==> src/nfcfc_pkg.sv <==
/*
 * constants, enumerations, carrier structs and the crc step for the nfc
 * frame codec with its shared fifo.
 * assumes a 100 MHz system clock and inputs synchronous to it.
 */
package nfcfc_pkg;

    // ------------------------------------------------------------------
    // sizes and timing
    // ------------------------------------------------------------------
    localparam int FIFO_BYTES = 512;
    localparam int TX_MAX_BYTES = 8191;
    localparam int LEN_W = 13;
    localparam int CLK_NS = 10;
    localparam int BIT_NS = 9440;                        // base bit period
    localparam logic [11:0] BIT_CYC = 12'(BIT_NS / CLK_NS);

    // ------------------------------------------------------------------
    // crc and line levels
    // ------------------------------------------------------------------
    localparam logic [15:0] CRC_POLY = 16'h8408;         // reflected 0x1021
    localparam logic [15:0] CRC_INIT_A = 16'h6363;
    localparam logic [15:0] CRC_INIT_X = 16'hffff;
    localparam logic [15:0] CRC_RESIDUE = 16'h0000;
    localparam logic SOF_LVL = 1'b0;
    localparam logic EOF_LVL = 1'b0;
    localparam logic IDLE_LVL = 1'b1;
    localparam logic RX_SOF_BIT = 1'b1;
    localparam logic [1:0] PH_DATA = 2'h0;
    localparam logic [1:0] PH_CRC_LO = 2'h1;
    localparam logic [1:0] PH_CRC_HI = 2'h2;
    localparam logic [1:0] PH_DONE = 2'h3;

    // ------------------------------------------------------------------
    // types
    // ------------------------------------------------------------------
    typedef enum logic [1:0] {NFCFC_FRAMED, NFCFC_STREAM, NFCFC_TRANSP} nfcfc_mode_e;
    typedef enum logic [1:0] {NFCFC_PROTO_A, NFCFC_PROTO_B, NFCFC_PROTO_F, NFCFC_PROTO_V} nfcfc_proto_e;
    typedef enum logic [2:0] {TX_IDLE, TX_SOF, TX_LOAD, TX_DATA, TX_PAR, TX_EOF} nfcfc_tx_e;

    typedef struct packed {
        nfcfc_mode_e mode;
        nfcfc_proto_e proto;
        logic [1:0] rate;                                // bit period = base >> rate
        logic dir_rx;                                    // 1: fifo holds received data
        logic [LEN_W-1:0] tx_len;                        // payload bytes of next frame
    } nfcfc_cfg_s;

    typedef struct packed {
        logic tx_done;
        logic rx_done;
        logic sof_err;
        logic eof_err;
        logic par_err;
        logic crc_err;
        logic ovf;
    } nfcfc_stat_s;

    // byte-wide reflected crc step, lsb first
    function automatic logic [15:0] nfcfc_crc_byte(input logic [15:0] c, input logic [7:0] d);
        logic [15:0] x;
        x = c;
        for (int i = 0; i < 8; i++)
        begin
            x = (x[0] ^ d[i]) ? ((x >> 1) ^ CRC_POLY) : (x >> 1);
        end
        return x;
    endfunction

endpackage
==> src/nfcfc_codec.sv <==
/*
 * nfc frame codec: transmit encoder and receive decoder around the shared fifo,
 * with framed, stream and transparent modes and host pin selection.
 * assumes the host port logic outside moves bytes over the host byte ports,
 * and the rf side gives one digitized bit per rx_bit_valid.
 */
module nfcfc_codec
    import nfcfc_pkg::*;
#(
    parameter int FIFO_DEPTH = FIFO_BYTES
)
(
    input wire logic sys_clk,
    input wire logic rst_n,
    input wire nfcfc_cfg_s cfg,
    input wire logic osc_en,
    input wire logic tx_start,
    input wire logic fifo_flush,
    input wire logic host_wr_valid,
    input wire logic [7:0] host_wr_data,
    output logic host_wr_ready,
    output logic host_rd_valid,
    output logic [7:0] host_rd_data,
    input wire logic host_rd_ready,
    output logic [$clog2(FIFO_DEPTH):0] fifo_level,
    input wire logic i2c_en,
    input wire logic spi_mosi,
    input wire logic port_miso,
    input wire logic port_miso_oe,
    output logic spi_miso,
    output logic spi_miso_oe,
    output logic spi_active,
    input wire logic rx_frame,
    input wire logic rx_bit,
    input wire logic rx_bit_valid,
    output logic mod_out,
    output logic tx_busy,
    output nfcfc_stat_s stat
);
    if (FIFO_DEPTH != FIFO_BYTES)
    begin : g_bad
        $error("nfcfc_codec: fifo depth must be 512");
    end

    typedef struct packed {
        nfcfc_tx_e ts;
        logic [11:0] tmr;
        logic [7:0] sh;
        logic [3:0] nb;
        logic txp;
        logic [LEN_W-1:0] left;
        logic [1:0] ph;
        logic [15:0] crc;
        logic mod;
        logic [1:0] bv;
        logic [15:0] bd;
        logic [7:0] rsh;
        logic [3:0] rnb;
        logic [15:0] rcrc;
        logic rin;
        logic rsof;
        logic rfp;
        logic rwr;
        logic [7:0] rdat;
        nfcfc_stat_s st;
    } nfcfc_state_s;

    nfcfc_state_s r, next_r;
    logic f_wr_valid, f_wr_ready, f_rd_valid, f_rd_ready;
    logic [7:0] f_wr_data, f_rd_data;
    logic framed, par_en, tx_en, rx_act, transp, tick, adv, tx_pop, host_pop, push;
    logic [11:0] per;
    logic [15:0] crc_init;
    logic [7:0] byt;
    logic [1:0] nph;
    logic [$clog2(FIFO_DEPTH):0] fifo_lvl_w;

    // ------------------------------------------------------------------
    // mode decode and shared fifo steering
    // ------------------------------------------------------------------
    assign framed = (cfg.mode == NFCFC_FRAMED);
    assign transp = (cfg.mode == NFCFC_TRANSP);
    assign par_en = (cfg.proto == NFCFC_PROTO_A);
    assign crc_init = par_en ? CRC_INIT_A : CRC_INIT_X;
    assign per = (BIT_CYC >> cfg.rate) - 12'h001;
    assign tx_en = osc_en && !cfg.dir_rx && !transp;
    assign rx_act = osc_en && cfg.dir_rx && !transp;
    assign tick = (r.tmr == 12'h000);
    assign spi_active = !i2c_en;
    // one writer and one reader per direction
    assign f_wr_valid = cfg.dir_rx ? r.rwr : (host_wr_valid && osc_en);
    assign f_wr_data = cfg.dir_rx ? r.rdat : host_wr_data;
    assign host_wr_ready = !cfg.dir_rx && osc_en && f_wr_ready;
    assign host_rd_valid = cfg.dir_rx && osc_en && r.bv[0];
    assign host_rd_data = r.bd[7:0];
    assign host_pop = host_rd_valid && host_rd_ready;
    assign f_rd_ready = !r.bv[1] && osc_en;
    assign push = f_rd_valid && f_rd_ready;
    assign tx_busy = (r.ts != TX_IDLE);
    assign stat = r.st;
    assign fifo_level = ($clog2(FIFO_DEPTH)+1)'(fifo_lvl_w);
    // transparent paths bypass framing and fifo
    assign mod_out = (transp && !cfg.dir_rx) ? spi_mosi : r.mod;
    assign spi_miso = (transp && cfg.dir_rx) ? rx_bit : port_miso;
    assign spi_miso_oe = spi_active && ((transp && cfg.dir_rx) || port_miso_oe);

    nfcfc_fifo #(.WIDTH(8), .DEPTH(FIFO_DEPTH)) u_fifo (
        .sys_clk(sys_clk),
        .rst_n(rst_n),
        .flush(fifo_flush),
        .wr_valid(f_wr_valid),
        .wr_data(f_wr_data),
        .wr_ready(f_wr_ready),
        .rd_valid(f_rd_valid),
        .rd_data(f_rd_data),
        .rd_ready(f_rd_ready),
        .level(fifo_lvl_w)
    );

    // ------------------------------------------------------------------
    // next state: encoder, two-entry buffer, decoder
    // ------------------------------------------------------------------
    always_comb
    begin
        next_r = r;
        next_r.st.tx_done = 1'b0;
        next_r.st.rx_done = 1'b0;
        next_r.rwr = 1'b0;
        next_r.rfp = rx_frame;
        next_r.tmr = tick ? per : r.tmr - 12'h001;
        adv = 1'b0;
        tx_pop = 1'b0;
        nph = r.ph;
        byt = r.bd[7:0];
        case (r.ts)
            TX_IDLE:
            begin
                next_r.mod = IDLE_LVL;
                if (tx_start && tx_en && cfg.tx_len != '0)
                begin
                    next_r.left = cfg.tx_len;
                    next_r.ph = PH_DATA;
                    next_r.crc = crc_init;
                    next_r.tmr = per;
                    next_r.ts = framed ? TX_SOF : TX_LOAD;
                    next_r.mod = framed ? SOF_LVL : IDLE_LVL;
                end
            end
            TX_SOF:
            begin
                if (tick)
                begin
                    next_r.ts = TX_LOAD;
                end
            end
            TX_LOAD:
            begin
                // in the data phase, stalls until the buffer offers a payload byte; crc bytes load at once
                if (r.ph != PH_DATA || r.bv[0])
                begin
                    byt = (r.ph == PH_DATA) ? r.bd[7:0] : (r.ph == PH_CRC_LO) ? r.crc[7:0] : r.crc[15:8];
                    tx_pop = (r.ph == PH_DATA);
                    if (r.ph == PH_DATA && framed)
                    begin
                        next_r.crc = nfcfc_crc_byte(r.crc, byt);
                    end
                    next_r.sh = byt;
                    next_r.txp = ~^byt;
                    next_r.mod = byt[0];
                    next_r.nb = 4'h1;
                    next_r.tmr = per;
                    next_r.ts = TX_DATA;
                end
            end
            TX_DATA:
            begin
                if (tick && r.nb == 4'h8)
                begin
                    if (framed && par_en)
                    begin
                        next_r.mod = r.txp;
                        next_r.ts = TX_PAR;
                    end
                    else
                    begin
                        adv = 1'b1;
                    end
                end
                else if (tick)
                begin
                    next_r.mod = r.sh[r.nb[2:0]];
                    next_r.nb = r.nb + 4'h1;
                end
            end
            TX_PAR:
            begin
                adv = tick;
            end
            TX_EOF:
            begin
                if (tick)
                begin
                    next_r.ts = TX_IDLE;
                    next_r.mod = IDLE_LVL;
                    next_r.st.tx_done = 1'b1;
                end
            end
            default:
            begin
                next_r.ts = TX_IDLE;
            end
        endcase
        // byte finished: next payload, crc bytes or frame end
        if (adv)
        begin
            if (r.ph == PH_DATA)
            begin
                next_r.left = r.left - 1'b1;
                nph = (r.left == 13'h0001) ? (framed ? PH_CRC_LO : PH_DONE) : PH_DATA;
            end
            else
            begin
                nph = r.ph + 2'h1;
            end
            next_r.ph = nph;
            next_r.ts = (nph != PH_DONE) ? TX_LOAD : (framed ? TX_EOF : TX_IDLE);
            next_r.mod = (nph != PH_DONE) ? r.mod : (framed ? EOF_LVL : IDLE_LVL);
            next_r.st.tx_done = (nph == PH_DONE) && !framed;
        end
        // two-entry buffer after the fifo, so a stall loses nothing
        if (tx_pop || host_pop)
        begin
            next_r.bd = {8'h00, r.bd[15:8]};
            next_r.bv = {1'b0, r.bv[1]};
        end
        if (push)
        begin
            if (!next_r.bv[0])
            begin
                next_r.bd[7:0] = f_rd_data;
                next_r.bv[0] = 1'b1;
            end
            else
            begin
                next_r.bd[15:8] = f_rd_data;
                next_r.bv[1] = 1'b1;
            end
        end
        if (fifo_flush)
        begin
            next_r.bv = 2'h0;
        end
        // receive: raw sample packing or frame decoding
        if (rx_act && !framed)
        begin
            if (rx_bit_valid)
            begin
                next_r.rsh = {rx_bit, r.rsh[7:1]};
                next_r.rnb = (r.rnb == 4'h7) ? 4'h0 : r.rnb + 4'h1;
                next_r.rwr = (r.rnb == 4'h7);
                next_r.rdat = {rx_bit, r.rsh[7:1]};
            end
        end
        else if (rx_act)
        begin
            if (rx_frame && !r.rfp)
            begin
                next_r.rin = 1'b1;
                next_r.rsof = 1'b0;
                next_r.rnb = 4'h0;
                next_r.rcrc = crc_init;
                next_r.st.sof_err = 1'b0;
                next_r.st.eof_err = 1'b0;
                next_r.st.par_err = 1'b0;
                next_r.st.crc_err = 1'b0;
                next_r.st.ovf = 1'b0;
            end
            else if (!rx_frame && r.rfp && r.rin)
            begin
                next_r.rin = 1'b0;
                next_r.st.rx_done = 1'b1;
                next_r.st.eof_err = !r.rsof || r.rnb != 4'h0;
                next_r.st.crc_err = (r.rcrc != CRC_RESIDUE);
            end
            else if (r.rin && rx_bit_valid)
            begin
                if (!r.rsof)
                begin
                    next_r.rsof = 1'b1;
                    next_r.st.sof_err = (rx_bit != RX_SOF_BIT);
                end
                else if (r.rnb != 4'h8)
                begin
                    next_r.rsh = {rx_bit, r.rsh[7:1]};
                    next_r.rnb = r.rnb + 4'h1;
                    if (r.rnb == 4'h7 && !par_en)
                    begin
                        next_r.rnb = 4'h0;
                        next_r.rwr = 1'b1;
                        next_r.rdat = {rx_bit, r.rsh[7:1]};
                        next_r.rcrc = nfcfc_crc_byte(r.rcrc, {rx_bit, r.rsh[7:1]});
                    end
                end
                else
                begin
                    // parity bit checked and stripped; crc bytes stay
                    next_r.st.par_err = r.st.par_err || !(^{r.rsh, rx_bit});
                    next_r.rnb = 4'h0;
                    next_r.rwr = 1'b1;
                    next_r.rdat = r.rsh;
                    next_r.rcrc = nfcfc_crc_byte(r.rcrc, r.rsh);
                end
            end
        end
        // a byte dropped on a full fifo is flagged
        if (cfg.dir_rx && r.rwr && !f_wr_ready)
        begin
            next_r.st.ovf = 1'b1;
        end
    end

    always_ff @(posedge sys_clk or negedge rst_n)
    begin
        if (!rst_n)
        begin
            r <= '{ts: TX_IDLE, mod: IDLE_LVL, default: '0};
        end
        else
        begin
            r <= next_r;
        end
    end
endmodule

==> src/nfcfc_fifo.sv <==
/*
 * shared byte fifo with read and write pointers and a fill level.
 * assumes one writer and one reader selected outside by transfer direction.
 */
module nfcfc_fifo
    import nfcfc_pkg::*;
#(
    parameter int WIDTH = 8,
    parameter int DEPTH = FIFO_BYTES
)
(
    input wire logic sys_clk,
    input wire logic rst_n,
    input wire logic flush,
    input wire logic wr_valid,
    input wire logic [WIDTH-1:0] wr_data,
    output logic wr_ready,
    output logic rd_valid,
    output logic [WIDTH-1:0] rd_data,
    input wire logic rd_ready,
    output logic [$clog2(DEPTH):0] level
);
    localparam int AW = $clog2(DEPTH);

    // ------------------------------------------------------------------
    // parameter check
    // ------------------------------------------------------------------
    if (DEPTH < 2 || WIDTH < 1)
    begin : g_bad
        $error("nfcfc_fifo: depth below 2 or zero width");
    end

    typedef struct packed {
        logic [AW-1:0] wp;
        logic [AW-1:0] rp;
        logic [AW:0] lvl;
    } nfcfc_fifo_s;

    nfcfc_fifo_s r, next_r;
    logic [WIDTH-1:0] mem [DEPTH];
    logic push, pop;

    // handshakes from the fill level
    assign wr_ready = (r.lvl != (AW+1)'(DEPTH));
    assign rd_valid = (r.lvl != '0);
    assign rd_data = mem[r.rp];
    assign level = r.lvl;
    assign push = wr_valid && wr_ready;
    assign pop = rd_valid && rd_ready;

    // pointers wrap at capacity, level tracks the difference
    always_comb
    begin
        next_r = r;
        if (push)
        begin
            next_r.wp = (r.wp == AW'(DEPTH-1)) ? '0 : r.wp + 1'b1;
        end
        if (pop)
        begin
            next_r.rp = (r.rp == AW'(DEPTH-1)) ? '0 : r.rp + 1'b1;
        end
        next_r.lvl = r.lvl + (AW+1)'(push) - (AW+1)'(pop);
        if (flush)
        begin
            next_r = '0;
        end
    end

    always_ff @(posedge sys_clk or negedge rst_n)
    begin
        if (!rst_n)
        begin
            r <= '0;
        end
        else
        begin
            r <= next_r;
        end
    end

    // storage, no reset needed
    always_ff @(posedge sys_clk)
    begin
        if (push)
        begin
            mem[r.wp] <= wr_data;
        end
    end
endmodule

==> config.mk <==
export PLATFORM = sky130hd
export DESIGN_NAME = nfcfc_codec
export DESIGN_NICKNAME = d
export VERILOG_FILES = /design/src/nfcfc_pkg.sv /design/src/nfcfc_codec.sv /design/src/nfcfc_fifo.sv
export SDC_FILE = /design/constraint.sdc
export NUM_CORES = 2
export LEC_CHECK = 0
export BUFFER_PORTS_ARGS = -buffer_cell sky130_fd_sc_hd__buf_2
export CAP_MARGIN = 5
export CORE_UTILIZATION = 45
export CTS_BUF_LIST = sky130_fd_sc_hd__clkbuf_16
export DETAILED_ROUTE_END_ITERATION = 6
export SKIP_LAST_GASP = 1
export SLEW_MARGIN = 0
export SYNTH_ARGS = -nofsm -noshare
export SYNTH_HDL_FRONTEND = slang
export SYNTH_SLANG_ARGS = --single-unit
==> constraint.sdc <==
create_clock -name sys_clk -period 10.2 [get_ports sys_clk]
set_input_delay 3.06 -clock sys_clk [delete_from_list [all_inputs] [get_ports sys_clk]]
set_output_delay 3.06 -clock sys_clk [all_outputs]
set_load 0.01 [all_outputs]
=== Word-level counts from Yosys, hierarchy flattened ===
Memories as Yosys holds them, arrays and structs flattened.
Index checks and enable logic that the tools add are counted.

* Register bits after elaboration: 153
* Output and inout port bits: 32
* Bits in writable memories: 4096
* Bits of input ports: 42
* Memories: 1
* Word-level logic and storage cells: 351

* Add/subtract/negate cells: 10
* Reduce and logical (&&, ||, !) cells: 90
* Equal/unequal tests: 41
* Bitwise gates (word level): 49
* Shifts and indexed selects: 1
* Multiplexer cells: 129
* Order comparisons: 1

{| class="wikitable"
|+ Memory list
! memory !! depth !! width !! rd ports !! clocked after Yosys merged registers in !! wr ports !! line !! RTL
|-
| u_fifo.mem || 512 || 8 || 1 || 0 || 1 || nfcfc_fifo.sv:40 || <nowiki>logic [WIDTH-1:0] mem [DEPTH];</nowiki>
|}

{| class="wikitable"
|+ Operators by type and width
! kind !! number
|-
| 2-to-1 mux 16 bit || 26
|-
| 2-to-1 mux 28 bit || 5
|-
| 2-to-1 mux 9 bit || 13
|-
| NOT 2 -> 3 bit || 23
|-
| 2-to-1 mux 8 bit || 7
|-
| 2-to-1 mux 15 bit || 3
|-
| 2-to-1 mux 20 bit || 2
|-
| 2-to-1 mux 1 bit || 37
|-
| 2-to-1 mux 12 bit || 3
|-
| 2-to-1 mux 18 bit || 2
|-
| 2-to-1 mux 32 bit || 1
|-
| one-hot mux 16 bit (2 select lines) || 1
|-
| nonzero test 2 bit || 16
|-
| 2-to-1 mux 30 bit || 1
|-
| logical AND 1 bit || 28
|-
| != test 2 bit (second input constant) || 13
|-
| one-hot mux 12 bit (2 select lines) || 1
|-
| subtractor 12 x 1 -> 12 bit (second input constant) || 2
|-
| bitwise XOR 1 bit || 24
|-
| 2-to-1 mux 22 bit || 1
|-
| 2-to-1 mux 3 bit || 7
|-
| != test 3 bit (second input constant) || 7
|-
| AND reduction 7 bit || 3
|-
| adder 9 x 1 -> 9 bit (second input constant) || 2
|-
| other kinds (49) || 93
|}

=== Depth between registers and ports, before layout ===
* Depth after elaboration: 24
* Depth in mapped cells: 20

=== Hierarchy ===
Synthesis repeated with hierarchy kept, for this count alone.

* Cells, all modules: 8590
* Area, all modules: 169846.6 um2

{| class="wikitable"
|+ Modules (own cells, without submodules)
! module !! seq. area each (um2) !! times used !! area an instance (um2) !! cells an instance
|-
| nfcfc_fifo || 123698.6 || 1 || 161860.2 || 7762
|-
| nfcfc_codec || 3129.3 || 1 || 7986.4 || 828
|}

=== Worst setup path after synthesis ===
Ideal clock, no wire load.

* Path type: input-to-reg
* From: in cfg[13] (netlist bit)
* To: mem u_fifo.mem[0][0] (data pin)
* Stages on the path: 3
* Setup time: 0.912 ns
* Data required time: 9.288 ns
* Arrival time: 7.200 ns
* Path slack: 2.089 ns
* Cells stage by stage: clkbuf_1 buf_1 mux2_2

* Longest elaborated chain between the ends: 1

{| class="wikitable"
|+ Ends and longest elaborated chain
! element !! line !! RTL
|-
| start: declaration || nfcfc_codec.sv:15 || <nowiki>input wire nfcfc_cfg_s cfg,</nowiki>
|-
| 2-to-1 mux 8 bit || nfcfc_codec.sv:92 || <nowiki>assign f_wr_data = cfg.dir_rx ? r.rdat : host_wr_data;</nowiki>
|-
| named net f_wr_data[0] || nfcfc_codec.sv:70 || <nowiki>logic [7:0] f_wr_data, f_rd_data;</nowiki>
|-
| end: declaration || nfcfc_fifo.sv:40 ||
|}

The timed path passes the listed nets, and every way through them passes these cells.

=== Worst setup path in the final report ===
* From: in cfg[13] (netlist bit)
* To: out spi_miso

* Longest elaborated chain between the ends: 2

{| class="wikitable"
|+ Ends and longest elaborated chain
! element !! line !! RTL
|-
| logical AND 1 bit || nfcfc_codec.sv:104 || <nowiki>assign spi_miso = (transp && cfg.dir_rx) ? rx_bit : port_miso;</nowiki>
|-
| 2-to-1 mux 1 bit || nfcfc_codec.sv:104 ||
|-
| end: declaration || nfcfc_codec.sv:30 || <nowiki>output logic spi_miso,</nowiki>
|}

No other way between the ends.

==> impl_metrics.toml <==
[outcome]
outcome = "finished, final reports clean"

[place]
dpl.hpwl_um = 248000
place.gp.congestion = 0.862
preCtsSetupSlack_ps = 2850
dpl_cell_area_um2 = 172000
placedCellCount = 13300
port_buffers = 73

[yosys]
syn-instance-count = 8669
syn_area_per_cell_um2 = 19.3
synth-warning-count = 0
synth_nets = 8749
synth_area_um2 = 167000
yosys_register_bits = 4249
yosysUniqueCellTypes = 72
ys_async_sr_fraction = 0.0360
synth-edff-count = 4096
ys_dominant_reg_cell = "edfxtp_1"
synth-seq-area-share = 0.759

[timing]
finalMaxSlewViolations = 0
final-setup-viol-count = 0
setup_ws_ps = 3080
hold_violations = 0
rsz0062_at_grt = "false"
worst-slew-pin-transition_ps = 1340
fmax_ghz = 0.140
tns_ps = 0
period_share = 0.698
max_slew_margin = 0.105
period_needed_ps = 7120
skew_ps = 41.2

[route]
drtAntennaViolNets = 0
drtIter0Drc = 9536
wl_per_cell_um = 30.4
finalWirelength_um = 426000
drtPass1Iterations = 6
vias_per_cell = 6.06
vias = 85000
route.detailed.drc = 0

[clocking]
htreeDepth = 5
cts_max_path_buffers = 4
hold_buffers = 0
ctsResizeCount = 0
clkTransAtPathRegs_ps = 60
post-cts-setup-buffer-count = 0
cts_buffers = 413
cts_tree = "built"
cts-root-buf = "clkbuf_16"
cts_sinks = 4249
worstSkewPairLatency_ps = 980

[power_and_ir_drop]
seq_power_share = 0.504
ir_drop_mv = 0.160
swShare = 0.229
internal_power_uw = 29900
combPwrFrac = 0.093
p_clk_frac = 0.403
power.total_uw = 38900
power_density_nw_per_um2 = 208
power_switching_uw = 8910
power_leakage_uw = 0.0539

[layout]
fillers = 29200
multiInputGateArea_um2 = 37400
fin_cells = 14000
fin_nets = 8809
design_area_um2 = 186000
seq_area_um2 = 127000
area_growth_pct = 11.5
drive_above_1_share = 0.181

[critical_path]
endpoint_kind = "primary output"
r2r_start = "u_fifo.r[12]"
regToRegSetupSlack_ps = 4590
cp.arrival_ps = 4060
cp.required_ps = 7140
critPathLaunchType = "input pin"
crit_type = "input pin to primary output"
crit_fanout = 18
rr_endpoint = "r[62]"
r2r_cells = 10

[global_routing]
grt_pass1_wl_um = 615000
grtUsageTotal = 0.225
first_global_vias = 84800
gr-total-overflow = 0
antenna_found_initial = 14
grt_max_degree = 166

[hold_path]
hold_end = "r[97]"
min_from = "r[97]"
hold_depth = 2
hold_path_class = "flop to flop"

[die]
die-area_um2 = 374000
die_y_um = 611
start_util = 0.452
fp.dieW_um = 611
rows = 223
io_pins = 74
coreArea_um2 = 369000

[job]
cap_violations = 0
worst max path at each step:
stage / from / endpoint
CTS: cfg[13] / spi_miso
detailed placement: cfg[13] / u_fifo.mem[256][4]
finish: cfg[13] / spi_miso
floorplan: cfg[13] / u_fifo.mem[0][0]
global route: cfg[13] / spi_miso
global placement: cfg[13] / u_fifo.mem[128][0]
layout make-up:
type | count | share of cell area
Antenna cell | 5 | 0.0000671
Inverter | 41 | 0.000826
Tap cell | 4950 | 0.0332
Sequential cell | 4249 | 0.681
Clock inverter | 344 | 0.0181
Clock buffer | 422 | 0.0567
Multi-Input combinational cell | 3807 | 0.201
Timing Repair Buffer | 217 | 0.00974
cell usage after synthesis (all sizes together) (26+ instances only):
cell type  count  area [um^2]
mux2i        648         6490
o21ai         82          410
xor2          26          228
or3           26          163
buf          279         2070
edfxtp      4096       123000
o22ai        302         1890
inv           41          154
dfrtp        152         3800
clkbuf       293         1100
nor2         669         2510
nor3          46          230
nor4         158          995
mux4         722        16300
xnor2         65          569
a22oi        234         1760
ha            37          463
nand3         31          155
nand2        168          633
a22o         118         1030
a31oi         27          169
a21oi        188          941
cells in the final DEF, fill, tap and decap left out, types with 44 or more instances in the layout:
master / n
buf_4: 115
xnor2_1: 65
a22oi_1: 234
dfrtp_1: 150
o21ai_0: 71
inv_1: 112
nand2_1: 154
edfxtp_1: 4096
clkinv_2: 61
o22ai_1: 302
clkinv_1: 69
mux4_2: 722
a21oi_1: 188
nor4_1: 150
bufinv_16: 61
clkinvlp_4: 44
nor2_1: 667
buf_2: 72
clkbuf_16: 422
mux2i_1: 648
nor3_1: 46
a22o_1: 118
metal layers:
| metal | vias to the layer above | global-route usage | share of wire |
|---|---|---|---|
| li1 | 35600 | - | - |
| met1 | 44700 | 0.324 | 0.42 |
| met2 | 4055 | 0.351 | 0.47 |
| met3 | 678 | 0.0373 | 0.079 |
| met4 | 2 | 0.0754 | 0.035 |
| met5 | - | 0 | 0.000030 |
sequential cells by signal (all words and copies together), names as in the netlist:
register / cells
u_fifo.mem: 4096
r: 110
u_fifo.r: 18
u_fifo.level: 10
host_rd_data: 8
stat: 7
critical path: stages:
cell	delay, ps
buf_2	440
nand2_1	120
mux2_2	290
buf_2	140
cells by family after synthesis:
logic type,share of synthesized area
flip-flops,0.759
multiplexers,0.137
AND/OR/NAND/NOR,0.0329
AO/OA/AOI/OAI,0.0436
buffers and inverters,0.0199
XOR/XNOR,0.00477
adder cells (fa/ha/maj),0.00289
power by group through the flow:
stage                     Combinational, uW  Sequential, uW  Clock, uW
after floorplan                        2810           19900          0
after global placement                 3600           19900          0
after detailed placement               3640           19900          0
after CTS                              3650           19600      15800
after global routing                   3880           19600      16500
final                                  3620           19600      15600
stage by stage:
step	utilization	hold WS [ps]
6_report	0.505	477
5_1_grt	0.504	507
4_1_cts	0.504	483
3_5_place_dp	0.467	469
3_3_place_gp	0.467	464
2_1_floorplan	-	445
No activity file was read; power rests on OpenSTA's default activity.
